`src/tepu_cfg.svh`:
```
`ifndef TEPU_CFG_SVH
`define TEPU_CFG_SVH
// Register byte addresses
`define TEPU_ADDR_CTRL 4'h0
`define TEPU_ADDR_COUNT 4'h4
`define TEPU_ADDR_DUTYB 4'h8
`define TEPU_ADDR_DUTYC 4'hc
// Control field positions (shared control byte)
`define TEPU_MODE_HI 7
`define TEPU_MODE_LO 6
`define TEPU_RUN_BIT 4
`define TEPU_EDGE_BIT 3
`define TEPU_DIV_HI 4
`define TEPU_DIV_LO 2
`define TEPU_RES_BIT 1
`define TEPU_EN_BIT 0
// Status bits in the byte just above the control byte of the control word
`define TEPU_OVF_BIT 8
`define TEPU_WAKE_BIT 9
// Reset values
`define TEPU_CTRL_RST 8'h00
`define TEPU_DUTY_RST 8'h00
// Mode encodings
`define TEPU_MODE_PWM 2'h0
`define TEPU_MODE_EVT 2'h1
`define TEPU_MODE_TMR 2'h2
`define TEPU_MODE_PWD 2'h3
// AXI response codes
`define TEPU_RESP_OKAY 2'h0
`define TEPU_RESP_SLVERR 2'h2
`endif

```
`src/tepu_pkg.sv`:
```
package tepu_pkg;
   typedef enum {TEPU_PW_IDLE, TEPU_PW_ARMED, TEPU_PW_COUNT} tepu_pw_t;
   typedef struct packed {
      logic [1:0] mode;
      logic run;
      logic edgeSel;
      logic [2:0] divSel;
      logic resSel;
      logic pwm_output_enable;
   } tepu_ctrl_t;
endpackage

```
`src/tepu_timer8.sv`:
```
// Behaviour
// - PWM clock divided by 1,2,3,4,8,16,32,64
// - Resolution bit picks 6+2 or 7+1
// - Enable low forces channel outputs low
// - Enable low releases the output pins; the channel A twin output has no enable and stays driven high
// - First cycle after enable may deviate
// - Channel A has an inverted twin output
// - Duty writes act at once
// - Mode 10 counts prescaled clock falling edges
// - Timer overflow raises request and reloads
// - Timer keeps counting in low power states
// - Mode 01 counts count pin edges
// - Edge select picks rising or falling edge
// - Event counting wakes on overflow in sleep
// - Mode 11 waits for active edge first
// - Edge 0: low pulse, then run cleared
// - Edge 1: high pulse, then run cleared
// - After measurement pin edges are ignored
// - Overflow reloads preload in all count modes
// - Pulse width overflow wakes in sleep
// - Mode 00: 256-clock PWM cycle
// - 6+2: four 64-clock subcycles
// - Subcycle gets extra clock below extra count
// - 7+1: two 128-clock subcycles
// - Preload loads now if stopped else at overflow
//
// Design decisions made here: the AXI4-Lite register port and the placing of the registers.
`timescale 1ns/100ps
`default_nettype none
`include "tepu_cfg.svh"
module tepu_timer8
   import tepu_pkg::*;
(
   input wire logic ref_clk,
   input wire logic rst_n,
   input wire logic [3:0] awaddr,
   input wire logic awvalid,
   output logic awready,
   input wire logic [31:0] wdata,
   input wire logic [3:0] wstrb,
   input wire logic wvalid,
   output logic wready,
   output logic [1:0] bresp,
   output logic bvalid,
   input wire logic bready,
   input wire logic [3:0] araddr,
   input wire logic arvalid,
   output logic arready,
   output logic [31:0] rdata,
   output logic [1:0] rresp,
   output logic rvalid,
   input wire logic rready,
   input wire logic prescaledTimerClock,
   input wire logic externalCountPin,
   output logic [2:0] pwmChannelOut,
   output logic [2:0] pwmPinOe,
   output logic pwmAComplementOut,
   output logic timerIrq,
   output logic wakeReq
);
   //////////////////////////////////////////////////////////////////////
   // Registers and synchronisers
   tepu_ctrl_t ctrl_r;
   logic [7:0] preload_r;
   logic [7:0] count_r;
   logic [7:0] duty_r [3];
   logic [1:0] pinSync_r;
   logic [1:0] pscSync_r;
   logic pinPrev_r;
   logic pscPrev_r;
   logic ovfSticky_r;
   tepu_pw_t pwState_r;
   logic [5:0] divCnt_r;
   logic [7:0] pwmCnt_r;
   logic [2:0] chan_r;
   logic [3:0] awAddr_r;
   logic awHave_r;
   logic [31:0] wData_r;
   logic [3:0] wStrb_r;
   logic wHave_r;

   // Divider terminal count for a select code
   function automatic logic [5:0] divTop(input logic [2:0] sel);
      case (sel)
         3'h0: divTop = 6'h00;
         3'h1: divTop = 6'h01;
         3'h2: divTop = 6'h02;
         3'h3: divTop = 6'h03;
         3'h4: divTop = 6'h07;
         3'h5: divTop = 6'h0f;
         3'h6: divTop = 6'h1f;
         default: divTop = 6'h3f;
      endcase
   endfunction

   // Subcycle high test for one channel
   function automatic logic pwmHigh(input logic [7:0] cnt,
         input logic [7:0] duty, input logic res);
      logic [7:0] coarse;
      logic [7:0] pos;
      logic extra;
      coarse = 8'h00;
      pos = 8'h00;
      extra = 1'b0;
      if (res) begin
         coarse = {1'b0, duty[7:1]};
         pos = {1'b0, cnt[6:0]};
         extra = ({7'h00, cnt[7]} < {7'h00, duty[0]});
      end else begin
         coarse = {2'h0, duty[7:2]};
         pos = {2'h0, cnt[5:0]};
         extra = ({6'h00, cnt[7:6]} < {6'h00, duty[1:0]});
      end
      pwmHigh = (pos < coarse) || ((pos == coarse) && extra);
   endfunction

   // Control byte to fields; bit 4 is run or divider msb by mode
   function automatic tepu_ctrl_t ctrlDecode(input logic [7:0] b);
      ctrlDecode = '{mode: b[`TEPU_MODE_HI:`TEPU_MODE_LO],
         run: b[`TEPU_RUN_BIT], edgeSel: b[`TEPU_EDGE_BIT],
         divSel: b[`TEPU_DIV_HI:`TEPU_DIV_LO], resSel: b[`TEPU_RES_BIT],
         pwm_output_enable: b[`TEPU_EN_BIT]};
   endfunction

   //////////////////////////////////////////////////////////////////////
   // Pin synchronisers; only stage two is read by logic
   always_ff @(posedge ref_clk) begin
      if (!rst_n) begin
         pinSync_r <= 2'h0;
         pscSync_r <= 2'h0;
         pinPrev_r <= 1'b0;
         pscPrev_r <= 1'b0;
      end else begin
         pinSync_r <= {pinSync_r[0], externalCountPin};
         pscSync_r <= {pscSync_r[0], prescaledTimerClock};
         pinPrev_r <= pinSync_r[1];
         pscPrev_r <= pscSync_r[1];
      end
   end

   logic pinRise, pinFall, pscFall, activeEdge, endEdge;
   assign pinRise = pinSync_r[1] & ~pinPrev_r;
   assign pinFall = ~pinSync_r[1] & pinPrev_r;
   assign pscFall = ~pscSync_r[1] & pscPrev_r;
   // Edge select: 0 rising/low pulse start, 1 falling/high pulse
   assign activeEdge = ctrl_r.mode == `TEPU_MODE_EVT ?
      (ctrl_r.edgeSel ? pinFall : pinRise) :
      (ctrl_r.edgeSel ? pinRise : pinFall);
   assign endEdge = ctrl_r.edgeSel ? pinFall : pinRise;

   //////////////////////////////////////////////////////////////////////
   // Bus capture: address and data accepted in either order
   logic wrGo, rdGo;
   assign wrGo = awHave_r && wHave_r && !bvalid;
   assign rdGo = arvalid && arready;

   always_ff @(posedge ref_clk) begin
      if (!rst_n) begin
         awHave_r <= 1'b0;
         awAddr_r <= 4'h0;
         awready <= 1'b1;
      end else if (awvalid && awready) begin
         awHave_r <= 1'b1;
         awAddr_r <= awaddr;
         awready <= 1'b0;
      end else if (wrGo) begin
         awHave_r <= 1'b0;
         awready <= 1'b1;
      end
   end

   always_ff @(posedge ref_clk) begin
      if (!rst_n) begin
         wHave_r <= 1'b0;
         wData_r <= 32'h0;
         wStrb_r <= 4'h0;
         wready <= 1'b1;
      end else if (wvalid && wready) begin
         wHave_r <= 1'b1;
         wData_r <= wdata;
         wStrb_r <= wstrb;
         wready <= 1'b0;
      end else if (wrGo) begin
         wHave_r <= 1'b0;
         wready <= 1'b1;
      end
   end

   // Write response, unmapped address answers SLVERR
   always_ff @(posedge ref_clk) begin
      if (!rst_n) begin
         bvalid <= 1'b0;
         bresp <= `TEPU_RESP_OKAY;
      end else if (wrGo) begin
         bvalid <= 1'b1;
         bresp <= awAddr_r[1:0] != 2'h0 ? `TEPU_RESP_SLVERR
                                         : `TEPU_RESP_OKAY;
      end else if (bready) begin
         bvalid <= 1'b0;
      end
   end

   logic wrOk, wrCtrl, wrCount;
   assign wrOk = wrGo && awAddr_r[1:0] == 2'h0 && wStrb_r[0];
   assign wrCtrl = wrOk && awAddr_r == `TEPU_ADDR_CTRL;
   assign wrCount = wrOk && awAddr_r == `TEPU_ADDR_COUNT;
   logic ovf, cntTick;
   assign ovf = ctrl_r.run && count_r == 8'hff && cntTick;

   //////////////////////////////////////////////////////////////////////
   // Count enable per mode
   always_comb begin
      case (ctrl_r.mode)
         `TEPU_MODE_TMR: cntTick = ctrl_r.run && pscFall;
         `TEPU_MODE_EVT: cntTick = ctrl_r.run && activeEdge;
         `TEPU_MODE_PWD: cntTick = pwState_r == TEPU_PW_COUNT &&
            pscFall && !endEdge;
         default: cntTick = 1'b0;
      endcase
   end

   // Control register; pulse-width end clears run
   always_ff @(posedge ref_clk) begin
      if (!rst_n) begin
         ctrl_r <= ctrlDecode(`TEPU_CTRL_RST);
      end else if (wrCtrl) begin
         ctrl_r <= ctrlDecode(wData_r[7:0]);
      end else if (pwState_r == TEPU_PW_COUNT && endEdge) begin
         ctrl_r.run <= 1'b0;
      end
   end

   // Single-shot measurement sequencer
   always_ff @(posedge ref_clk) begin
      if (!rst_n) begin
         pwState_r <= TEPU_PW_IDLE;
      end else begin
         case (pwState_r)
            TEPU_PW_IDLE: if (ctrl_r.run &&
               ctrl_r.mode == `TEPU_MODE_PWD) begin
               pwState_r <= TEPU_PW_ARMED;
            end
            TEPU_PW_ARMED: if (!ctrl_r.run ||
               ctrl_r.mode != `TEPU_MODE_PWD) begin
               pwState_r <= TEPU_PW_IDLE;
            end else if (activeEdge) begin
               pwState_r <= TEPU_PW_COUNT;
            end
            TEPU_PW_COUNT: if (endEdge || !ctrl_r.run ||
               ctrl_r.mode != `TEPU_MODE_PWD) begin
               pwState_r <= TEPU_PW_IDLE;
            end
            default: pwState_r <= TEPU_PW_IDLE;
         endcase
      end
   end

   // Preload and counter; run low means direct load
   always_ff @(posedge ref_clk) begin
      if (!rst_n) begin
         preload_r <= 8'h00;
         count_r <= 8'h00;
      end else begin
         if (wrCount) begin
            preload_r <= wData_r[7:0];
         end
         if (wrCount && !ctrl_r.run) begin
            count_r <= wData_r[7:0];
         end else if (ovf) begin
            count_r <= preload_r;
         end else if (cntTick) begin
            count_r <= count_r + 8'h01;
         end
      end
   end

   // Overflow request pulse; sticky copy for software, set wins
   always_ff @(posedge ref_clk) begin
      if (!rst_n) begin
         timerIrq <= 1'b0;
         wakeReq <= 1'b0;
         ovfSticky_r <= 1'b0;
      end else begin
         timerIrq <= ovf;
         wakeReq <= ovf && ctrl_r.mode != `TEPU_MODE_TMR;
         if (ovf) begin
            ovfSticky_r <= 1'b1;
         end else if (wrCtrl && wData_r[`TEPU_OVF_BIT]) begin
            ovfSticky_r <= 1'b0;
         end
      end
   end

   //////////////////////////////////////////////////////////////////////
   // Duty registers; channel A shares the count address
   always_ff @(posedge ref_clk) begin
      if (!rst_n) begin
         duty_r[0] <= `TEPU_DUTY_RST;
         duty_r[1] <= `TEPU_DUTY_RST;
         duty_r[2] <= `TEPU_DUTY_RST;
      end else begin
         if (wrCount) duty_r[0] <= wData_r[7:0];
         if (wrOk && awAddr_r == `TEPU_ADDR_DUTYB) duty_r[1] <= wData_r[7:0];
         if (wrOk && awAddr_r == `TEPU_ADDR_DUTYC) duty_r[2] <= wData_r[7:0];
      end
   end

   logic pwmOn, divTick;
   assign pwmOn = ctrl_r.mode == `TEPU_MODE_PWM && ctrl_r.pwm_output_enable;
   assign divTick = divCnt_r >= divTop(ctrl_r.divSel);

   // Shared divider and 256-clock counter; restart on enable
   always_ff @(posedge ref_clk) begin
      if (!rst_n || !pwmOn) begin
         divCnt_r <= 6'h00;
         pwmCnt_r <= 8'h00;
      end else if (divTick) begin
         divCnt_r <= 6'h00;
         pwmCnt_r <= pwmCnt_r + 8'h01;
      end else begin
         divCnt_r <= divCnt_r + 6'h01;
      end
   end

   // Channel compare; duty read live so writes act at once
   genvar gi;
   generate
      for (gi = 0; gi < 3; gi++) begin : g_chan
         always_ff @(posedge ref_clk) begin
            if (!rst_n || !pwmOn) begin
               chan_r[gi] <= 1'b0;
            end else begin
               chan_r[gi] <= pwmHigh(pwmCnt_r, duty_r[gi],
                  ctrl_r.resSel);
            end
         end
      end
   endgenerate

   // Pin drivers; enables drop so channel pins float when disabled, twin driven high
   always_ff @(posedge ref_clk) begin
      if (!rst_n) begin
         pwmChannelOut <= 3'h0;
         pwmPinOe <= 3'h0;
         pwmAComplementOut <= 1'b1;
      end else begin
         pwmChannelOut <= chan_r;
         pwmPinOe <= {3{pwmOn}};
         pwmAComplementOut <= ~chan_r[0];
      end
   end

   //////////////////////////////////////////////////////////////////////
   // Read channel, one cycle latency
   always_ff @(posedge ref_clk) begin
      if (!rst_n) begin
         arready <= 1'b1;
         rvalid <= 1'b0;
         rdata <= 32'h0;
         rresp <= `TEPU_RESP_OKAY;
      end else if (rdGo) begin
         arready <= 1'b0;
         rvalid <= 1'b1;
         rresp <= araddr[1:0] != 2'h0 ? `TEPU_RESP_SLVERR
                                       : `TEPU_RESP_OKAY;
         case (araddr)
            `TEPU_ADDR_CTRL: rdata <= {22'h0, wakeReq, ovfSticky_r,
               ctrl_r.mode, 1'b0, ctrl_r.mode == `TEPU_MODE_PWM ?
               {ctrl_r.divSel, ctrl_r.resSel, ctrl_r.pwm_output_enable} :
               {ctrl_r.run, ctrl_r.edgeSel, ctrl_r.divSel[0],
               ctrl_r.resSel, ctrl_r.pwm_output_enable}};
            `TEPU_ADDR_COUNT: rdata <= {24'h0, ctrl_r.mode ==
               `TEPU_MODE_PWM ? duty_r[0] : count_r};
            `TEPU_ADDR_DUTYB: rdata <= {24'h0, duty_r[1]};
            `TEPU_ADDR_DUTYC: rdata <= {24'h0, duty_r[2]};
            default: rdata <= 32'h0;
         endcase
      end else if (rvalid && rready) begin
         rvalid <= 1'b0;
         arready <= 1'b1;
      end
   end
endmodule
`default_nettype wire

```
`config.mk`:
```
export PLATFORM = sky130hd
export DESIGN_NAME = tepu_timer8
export DESIGN_NICKNAME = d
export VERILOG_FILES = /design/src/tepu_pkg.sv /design/src/tepu_timer8.sv
export VERILOG_INCLUDE_DIRS = /design/src
export SDC_FILE = /design/constraint.sdc
export NUM_CORES = 1
export LEC_CHECK = 0
export BUFFER_PORTS_ARGS = -buffer_cell sky130_fd_sc_hd__buf_2
export CAP_MARGIN = 10
export CORE_MARGIN = 3
export CORE_UTILIZATION = 42
export DETAILED_ROUTE_END_ITERATION = 8
export GPL_TIMING_DRIVEN = 1
export PLACE_DENSITY = 0.73
export SLEW_MARGIN = 20
export SYNTH_ARGS = -nofsm -noshare
export SYNTH_HDL_FRONTEND = slang
export SYNTH_SLANG_ARGS = --single-unit
```
`constraint.sdc`:
```
create_clock -name ref_clk -period 2.6 [get_ports ref_clk]
set_clock_uncertainty 0.1 [all_clocks]
set_input_delay 0 -clock ref_clk [delete_from_list [all_inputs] [get_ports ref_clk]]
set_output_delay 0 -clock ref_clk [all_outputs]
set_load 0.005 [all_outputs]
```
==> results.ini, run 1 <==
[outcome]
status = finished clean

[cts]
cts_tree = built
cts_root_buffer = clkbuf_16
cts-root-to-sink-buffers = 2
numClockSinks = 114
numCtsBuffers = 17
postCtsSetupRepairBufs = 0
cts.clk_slew.worst_paths_ps = 60
htree_levels = 4
insertion_delay_ps = 410

[die]
start_util_pct = 43.9
num_rows = 42
num_io_pins = 103
core_area_um2 = 13600
fp.dieH_um = 125
chipWidth_um = 125
dieArea_um2 = 15600

[logic_synthesis]
synth.distinct_cells = 69
synth_area_leaders = dfxtp_1 (30%), edfxtp_1 (12%), ha_1 (7.8%), mux2i_1 (5.7%), nand2_1 (5.5%)
synth_common_cells = dfxtp_1 (90), nand2_1 (87), o21ai_0 (42)
synthMuxAreaShare_pct = 6.47
async_flop_share_pct = 0
yosysTopAreaCell = dfxtp_1
synth_top_family_by_area = simple AND/OR/NAND/NOR gates
synth_most_common_cell = dfxtp_1
synth_compound_area_share_pct = 15.0
yosysWarnings = 0
ys.flop_type = dfxtp_1
yosysTopAreaCellShare_pct = 30.3
synth_edf_count = 24
synthesis.area_um2 = 5950
synthSimpleGateAreaFrac_pct = 20.7
synth_fa_ha_area_share_pct = 7.77
avgSynthCellArea_um2 = 9.47
ys_ff_latch = 114
synthXorXnorAreaFrac_pct = 1.18
syn_inst = 629
seq_area_frac_synth_pct = 42.4

[power_and_ir_drop]
p_leak_nw = 2.98
vdd_drop_max_uv = 406
p_per_area_nw_per_um2 = 621

[sta]
slew_violations = 0
relSlewSlack_pct = 46.2
post-route-min-period_ps = 2420
holdWs_ps = 12.8
fin_crit_sh_pct = 93.3
setup_viol = 0
worstMarginPinSlew_ps = 804
setup_tns_ps = 0
rsz0062_at_grt = no
finalHoldViolCount = 0
fmaxAchievable_mhz = 412

[critical_path]
rrSetupSlack_ps = 180
crit_type = register to register
r2r_cells = 9
critPathArrivalTime_ps = 2640
r2r-start = ctrl_r[2]
crit_path_end_kind = register
startpoint_type = register
worst-path-max-fanout = 11
r2r-end = pwmCnt_r[3]
crit_required_ps = 2820

[placement]
dp.cells = 848
placed_area_um2 = 6350
portBuffers = 52
routabilityCongestion = 0.861
dpl.hpwl_um = 9980

[cells_and_area]
nets = 813
diodes = 0
drive_gt1_share_pct = 16.3
fin_area_um2 = 7310
fin_cells = 912
syn_to_final_growth_pct = 22.8

[detailed_routing]
postRouteAntennaNets = 0
first_pass_iters = 4
vias_per_cell = 5.31
wl_per_cell_um = 15.4
maxUsedRoutingLayer = met4
routed-wl-met2_um = 6850
routed_wl_um = 14100
drc_errors = 0
drt_iter0_markers = 315
wl_met3_um = 890
vias = 4845
wl_met1_um = 6030

[grt]
grt_pass1_vias = 4893
grtUsageTotal_pct = 18.5
grt_remaining_overflow = 0
antenna_found_initial = 0
grt_pass1_wl_um = 23600
grt_max_degree = 30

[hold_path]
holdPathEnd = rdata[9]
hold_path.class = input port to register
min_from = araddr[3]
hold_depth = 5

[flow_run]
maxCapViolations = 0

## area by class of cell
type | count | area, µm²
Multi-Input combinational cell | 471 | 3140
Clock buffer | 24 | 536
Fill cell | 1152 | 6250
Sequential cell | 114 | 2520
Clock inverter | 8 | 92.6
Timing Repair Buffer | 103 | 736
Inverter | 16 | 60.1
Tap cell | 176 | 220
## worst max-delay path, cell delays in order, from the launching register on
cell      delay, ps
dfxtp_1         300
or2_2           290
ha_1            260
nand2b_1        150
a2111o_1        450
a31o_1          250
a21oi_2         130
buf_4           180
o311ai_0        140
o41ai_1          90
## sequential cells by signal, indices dropped and copies added (netlist names), 4 cells and up
| name | cells |
|---|---|
| rdata | 10 |
| pwmCnt_r | 8 |
| awAddr_r | 4 |
| wData_r | 9 |
| ctrl_r | 8 |
| divCnt_r | 6 |
| count_r | 8 |
| preload_r | 8 |
| duty_r | 24 |
## cells by family (layout without fill, tap and decap cells)
kind of cell / count (synthesis) / count (layout)
AOI/OAI and AO/OA: 133 / 133
xor gates and xnor gates: 8 / 8
adders and majority gates: 37 / 37
buffers and inverters: 67 / 151
DFF: 114 / 114
muxes: 38 / 38
other: 1 / 24
and+or+nand+nor: 231 / 231
## layer usage
layer / GRT usage (%) / vias up
li1: - / 2399
met5: 0 / -
met4: 6.76 / 0
met2: 30.9 / 140
met1: 22.5 / 2283
met3: 5.59 / 23
## worst max-delay path by stage
stage | to | start | slack [ps] | cells after the start
after floorplan | chan_r[1] | ctrl_r[1] | 230 | 8
after global placement | pwmCnt_r[4] | ctrl_r[2] | 220 | 8
after detailed placement | pwmCnt_r[4] | ctrl_r[2] | 140 | 8
after CTS | pwmCnt_r[4] | ctrl_r[2] | 130 | 8
after global routing | pwmCnt_r[7] | ctrl_r[2] | 20 | 9
final | pwmCnt_r[3] | ctrl_r[2] | 180 | 9
## report_power, final
group	internal, mW	switching [mW]
clock network	1.62	0.789
registers	1.85	0.0439
logic	0.114	0.118
total	3.59	0.950
## placed cells by master, fill, tap and decap left out, types with 16 or more instances in the layout
cell	synthesis	final
a21boi_0	27	27
a21oi_1	19	19
and2_1	31	31
buf_2	4	52
buf_4	29	18
clkbuf_16	0	20
conb_1	1	24
dfxtp_1	90	90
dlygate4sd3_1	0	32
edfxtp_1	24	24
ha_1	37	37
inv_1	16	16
mux2i_1	34	34
nand2_1	87	87
nand3_1	27	27
o21ai_0	42	42
## metrics by stage
stage               setup WS (ps)  power (mW)  util [%]
CTS                           134        4.56      53.9
global placement              218        2.10      46.9
floorplan                     228        2.06         -
detailed placement            144        2.11      46.9
finish                        175        4.54      53.9
global route                 16.4        4.71      53.9
## timing repair
| action | in CTS | in global routing |
|---|---|---|
| endpoints found under the hold margin | 35 | 0 |
| setup endpoints to repair | 0 | 2 |
| gates resized for setup | 0 | 1 |
| hold buffers | 32 | 0 |
Power figures use the tool's default switching activity.
==> run 2: changes to the inputs <==
==> constraint.sdc (replaced) <==
create_clock -name ref_clk -period 3 [get_ports ref_clk]
set_clock_uncertainty 0.1 [all_clocks]
set_input_delay 0 -clock ref_clk [delete_from_list [all_inputs] [get_ports ref_clk]]
set_output_delay 0 -clock ref_clk [all_outputs]
set_load 0.005 [all_outputs]
==> run 2 against run 1 <==
Effect of this change:
- global-route usage shrank 0.70 points
- utilization shrank 1.3 points
- critical endpoint unchanged
- sequential power shrank 13%
- register-to-register slack gained 220 ps
- critical path depth shrank 1
- non-clock buffer count shrank 9
- largest cell class unchanged
- combinational power shrank 15%
==> results.ini, run 2 (synthesis results as in run 1) <==
[critical_path]
critPathArrivalTime_ps = 2810  ; +170 ps
cp_cell_sequence = or2_2, ha_1, nand2b_1, a2111o_1, a31o_1, a21oi_2, o311ai_0, o41ai_1
startpoint_type = register
crit_required_ps = 3210  ; +390 ps
slowest_stage = a2111o_1
slowest_delay_ps = 430  ; -20 ps
worst-path-max-fanout = 11  ; unchanged
crit_path_end_kind = register
crit_type = register to register

[grt]
grt_pass1_wl_um = 22600  ; -4.4%
antenna_found_initial = 0  ; unchanged
grt_remaining_overflow = 0  ; unchanged
grt_max_degree = 46  ; +53%
grtUsageTotal_pct = 17.8  ; -0.70 points
grt_pass1_vias = 4627  ; -5.4%

[cts]
numCtsBuffers = 17  ; unchanged
cts_tree = built
insertion_delay_ps = 410  ; about the same
cts_root_buffer = clkbuf_16
htree_levels = 4  ; unchanged
numClockSinks = 114  ; unchanged
cts.clk_slew.worst_paths_ps = 50  ; about the same
cts-root-to-sink-buffers = 2  ; unchanged
postCtsSetupRepairBufs = 0  ; unchanged
cts_resized = 0  ; unchanged

[cells_and_area]
final_common_cell = dfxtp_1
reg.largest.list = duty_r (24), rdata (10), wData_r (9)
fin_cells = 903  ; -0.99%
nets = 804  ; -1.1%
drive_gt1_share_pct = 14.7  ; -1.6 points
diodes = 0  ; unchanged
syn_to_final_growth_pct = 19.8
final_cell_mix = dfxtp_1 (90), nand2_1 (87), buf_2 (52)
regMostFlops = duty_r
largest_reg_flops = 24  ; unchanged

[placement]
dp.cells = 838  ; -1.2%
routabilityCongestion = 0.893  ; +3.6%
dpl.hpwl_um = 9900  ; -0.87%
portBuffers = 52  ; unchanged

[hold_path]
hold_path.class = input port to register

[detailed_routing]
drt_iter0_markers = 315  ; unchanged
postRouteAntennaNets = 0  ; unchanged
first_pass_iters = 6  ; +2
vias_per_cell = 5.37  ; +1.0%
wl_per_cell_um = 15.3  ; -0.40%
drc_errors = 0  ; unchanged
routed_wl_um = 13900  ; -1.4%
vias = 4847  ; +0.041%

[outcome]
status = finished clean

[die]
core_area_um2 = 13600  ; unchanged
start_util_pct = 43.9  ; unchanged
num_rows = 42  ; unchanged
num_io_pins = 103  ; unchanged
fp.dieH_um = 125  ; unchanged
dieArea_um2 = 15600  ; unchanged
chipWidth_um = 125  ; unchanged

[sta]
holdWs_ps = 56.9  ; +44.1 ps
finalHoldViolCount = 0  ; unchanged
fin_crit_sh_pct = 86.8  ; -6.4 points
worstMarginPinSlew_ps = 836  ; +31.5 ps
post-route-min-period_ps = 2610  ; +180 ps
setup_tns_ps = 0  ; unchanged
slew_violations = 0  ; unchanged
setup_viol = 0  ; unchanged
relSlewSlack_pct = 43.8  ; -2.4 points
fmaxAchievable_mhz = 384  ; -6.9%
rsz0062_at_grt = no

[flow_run]
maxCapViolations = 0  ; unchanged

[power_and_ir_drop]
finalPower_mw = 3.64  ; -20%
p_leak_nw = 2.88  ; -3.3%
vdd_drop_max_uv = 387  ; -4.8%
p_per_area_nw_per_um2 = 510  ; -18%

## run 2: cell types whose count changed in the layout (fill, tap and decap cells not counted), sizes merged
| cell | before | now |
|---|---|---|
| inv | 16 | 17 |
| clkbuf | 24 | 23 |
| dlygate4sd3 | 32 | 33 |
| bufinv | 2 | 0 |
| clkinvlp | 1 | 2 |
| buf | 71 | 61 |
| clkinv | 5 | 6 |
## run 2: stage by stage
step / instance area, µm² / utilization [%] / setup slack (ps)
floorplan: 6040 / - / 628
global placement: 6270 / 46.2 / 435
detailed placement: 6270 / 46.2 / 402
CTS: 7130 / 52.6 / 395
global route: 7130 / 52.6 / 178
finish: 7130 / 52.6 / 395
## run 2: final timing paths
| path | start | end | slack (ps) | depth (start not counted) |
|---|---|---|---|---|
| worst max-delay path | ctrl_r[4] | pwmCnt_r[3] | 390 | 8 |
| worst min-delay path | wvalid | wData_r[1] | 60 | 4 |
| worst max register to register | ctrl_r[4] | pwmCnt_r[3] | 390 | 8 |
| worst min register to register | chan_r[1] | pwmChannelOut[1] | 330 | 1 |
## run 2: cell type report
class                   instances  area, µm²
multi-input cells             471       3140
fillers                      1180       6430
flip-flops and latches        114       2520
clock inverters                 9       55.1
clock buffers                  23        479
repair buffers                 94        658
inverters                      16       60.1
well taps                     176        220
## run 2: timing repair
item | CTS | global route
hold buffers | 33 | 0
hold endpoints to repair | 28 | 0
setup endpoints to repair | 0 | 0
## run 2: worst max-delay path: cells and delay by family (launching register included)
| kind | cells | cell delay, ps |
|---|---|---|
| AOI/OAI and AO/OA | 5 | 1350 |
| adders and majority gates | 1 | 260 |
| DFF | 1 | 370 |
| and+or+nand+nor | 2 | 440 |
## run 2: routing by layer
layer  GRT usage [%]  part of all wire (%)
met1            22.0                    45
met2            30.0                    48
met3            4.82                   5.0
met4            5.87                   1.6
met5               0                     0
## run 2: report_power, final
part / switching (mW) / total, mW / internal (mW)
Combinational: 0.101 / 0.197 / 0.0956
Sequential: 0.0384 / 1.64 / 1.60
Clock: 0.682 / 1.80 / 1.12
Total: 0.821 / 3.64 / 2.81
==> run 3: changes to the inputs <==
--- a/config.mk
+++ b/config.mk
@@ -6,6 +6,7 @@
 export SDC_FILE = /design/constraint.sdc
 export NUM_CORES = 1
 export LEC_CHECK = 0
+export ABC_AREA = 1
 export BUFFER_PORTS_ARGS = -buffer_cell sky130_fd_sc_hd__buf_2
 export CAP_MARGIN = 10
 export CORE_MARGIN = 3
==> run 3 against run 2 <==
Effect of this change:
- hold slack worse by 50 ps
- combinational power is 30% higher
- sequential power hardly changed
- sequential cell count stayed put
- clock power is 24% higher
- total power is 14% higher
- critical path type unchanged
- non-clock buffer count is 1 lower
==> results.ini, run 3 <==
[critical_path]
critPathArrivalTime_ps = 2550  ; -260 ps
crit_required_ps = 3240  ; +30 ps
slowest_stage = dfxtp_1
cp_cell_sequence = o21ai_0, ha_1, a21oi_1, o21a_1, nand3_1, inv_1, nand2_1, nor3b_1
startpoint_type = register
r2r_cells = 8  ; unchanged
worst-path-max-fanout = 11  ; unchanged
slowest_delay_ps = 450  ; +20 ps
rrSetupSlack_ps = 680  ; +290 ps
crit_path_end_kind = register
crit_type = register to register

[cells_and_area]
nets = 939  ; +17%
largest_reg_flops = 24  ; unchanged
reg.largest.list = duty_r (24), rdata (10), wData_r (9)
drive_gt1_share_pct = 12.8  ; -2.0 points
regArea_um2 = 2520  ; unchanged
diodes = 0  ; unchanged
syn_to_final_growth_pct = 22.8
final_common_cell = nand2_1
num-fill-cells = 1244  ; +5.4%
multiInputGateArea_um2 = 2820  ; -10%
final_cell_mix = nand2_1 (163), inv_1 (100), dfxtp_1 (90)
regMostFlops = duty_r

[logic_synthesis]
synth_compound_area_share_pct = 15.4  ; +0.37 points
yosysTopAreaCell = dfxtp_1
synth_fa_ha_area_share_pct = 7.81  ; +0.039 points
synthesis.area_um2 = 5920  ; -0.50%
synth_area_leaders = dfxtp_1 (30%), edfxtp_1 (12%), nand2_1 (10%), ha_1 (7.8%), inv_1 (6.3%)
synthMuxAreaShare_pct = 0  ; -6.5 points
yosysTopAreaCellShare_pct = 30.4  ; +0.15 points
ys.flop_type = dfxtp_1
synth_common_cells = nand2_1 (163), inv_1 (100), dfxtp_1 (90)
yosysWarnings = 0  ; unchanged
synthXorXnorAreaFrac_pct = 1.18  ; +0.0060 points
seq_area_frac_synth_pct = 42.6  ; +0.21 points
synth.distinct_cells = 44  ; -36%
async_flop_share_pct = 0  ; unchanged
synth_edf_count = 24  ; unchanged
avgSynthCellArea_um2 = 7.80  ; -18%
ys_ff_latch = 114  ; unchanged
synth_top_family_by_area = simple AND/OR/NAND/NOR gates
syn_inst = 760  ; +21%
synth_most_common_cell = nand2_1
synthSimpleGateAreaFrac_pct = 21.6  ; +0.89 points

[detailed_routing]
wl_per_cell_um = 13.9  ; -9.6%
maxUsedRoutingLayer = met4
vias_per_cell = 5.00  ; -6.9%
first_pass_iters = 6  ; unchanged
postRouteAntennaNets = 0  ; unchanged
wl_met1_um = 6460  ; +3.6%
vias = 5187  ; +7.0%
routed_wl_um = 14400  ; +3.9%
wl_met3_um = 1140  ; +64%
routed-wl-met2_um = 6590  ; -1.9%
drc_errors = 0  ; unchanged
drt_iter0_markers = 419  ; +33%

[die]
num_io_pins = 103  ; unchanged
dieArea_um2 = 15600  ; -0.49%
chipWidth_um = 125  ; -0.24%
core_area_um2 = 13500  ; -0.39%
num_rows = 42  ; unchanged
start_util_pct = 43.9  ; -0.051 points
fp.dieH_um = 125  ; -0.24%

[power_and_ir_drop]
p_per_area_nw_per_um2 = 568  ; +11%
vdd_drop_max_uv = 372  ; -3.7%
p_leak_nw = 3.25  ; +13%

[placement]
preCtsSetupSlack_ps = 706  ; +304 ps
routabilityCongestion = 0.881  ; -1.4%
dpl.hpwl_um = 9950  ; +0.55%
portBuffers = 52  ; unchanged

[flow_run]
maxCapViolations = 0  ; unchanged

[hold_path]
hold_depth = 4  ; unchanged
hold_path.class = input port to register

[cts]
cts_tree = built
numCtsBuffers = 17  ; unchanged
cts-root-to-sink-buffers = 2  ; unchanged
cts_root_buffer = clkbuf_16
cts.clk_slew.worst_paths_ps = 60  ; about the same
numClockSinks = 114  ; unchanged
insertion_delay_ps = 420  ; about the same
htree_levels = 4  ; unchanged
postCtsSetupRepairBufs = 0  ; unchanged

[sta]
finalHoldViolCount = 0  ; unchanged
setup_tns_ps = 0  ; unchanged
post-route-min-period_ps = 2320  ; -287 ps
fmaxAchievable_mhz = 431  ; +12%
slew_violations = 0  ; unchanged
relSlewSlack_pct = 60.6  ; +17 points
setup_viol = 0  ; unchanged
setup_slack_ps = 682  ; +287 ps
fin_crit_sh_pct = 77.3  ; -9.6 points
worstMarginPinSlew_ps = 590  ; -246 ps
rsz0062_at_grt = no
holdWs_ps = 6.64  ; -50.3 ps

[grt]
grt_remaining_overflow = 0  ; unchanged
grt_pass1_wl_um = 23300  ; +3.1%
antenna_found_initial = 0  ; unchanged
grt_max_degree = 47  ; +2.2%
grtUsageTotal_pct = 18.7  ; +0.99 points
grt_pass1_vias = 4731  ; +2.2%

[outcome]
status = finished clean

-- run 3: layer usage --
layer	up-vias	GRT usage, %
met5	-	0
met4	0	6.58
met3	18	5.36
met2	178	29.5
met1	2340	24.6
li1	2651	-
-- run 3: cells by family (layout without fill, tap and decap cells) --
logic type	Yosys count	in the layout
buf+inv	150	229
flops	114	114
fa+ha+maj	37	37
compound gates	165	165
simple gates	285	285
other cells	1	24
xor+xnor	8	8
-- run 3: critical path: cells and delay by family, from the launching register on --
family | cells | cell delay, ps
AO/OA/AOI/OAI | 3 | 420
buffers and inverters | 1 | 230
flip-flops | 1 | 450
AND/OR/NAND/NOR | 3 | 730
adder cells (fa/ha/maj) | 1 | 310
-- run 3: path summary, 6_finish.rpt --
kind,from,end
setup reg to reg,ctrl_r[4],divCnt_r[2]
setup / recovery,ctrl_r[4],divCnt_r[2]
hold / removal,arvalid,rdata[5]
hold reg to reg,chan_r[1],pwmChannelOut[1]
-- run 3: power breakdown --
part           leakage (nW)  internal (mW)  switching (mW)
logic                  1.94          0.108           0.150
clock network         0.330           1.53           0.699
registers             0.980           1.61          0.0333
total                  3.25           3.25           0.882
-- run 3: what timing repair did --
item,in CTS,in global routing
hold buffers,35,0
gates resized for setup,0,0
endpoints found under the setup margin,0,0
hold endpoints to repair,39,0
-- run 3: cell type report --
cell class                 count  area share [%]
timing repair buffer          93            9.01
sequential                   114            34.7
clock buffer                  26            7.70
clock inverter                 6            1.53
tap                          176            3.03
inverter                     104            5.38
multi-input combinational    519            38.7
-- run 3: stage by stage --
step,power (mW),util (%),instances,instance area (µm²)
after floorplan,1.83,-,783,6010
after global placement,1.88,46.3,971,6250
after detailed placement,1.89,46.3,971,6250
after CTS,4.16,53.9,1038,7280
after global routing,4.27,53.9,1038,7280
final,4.13,53.9,1038,7280
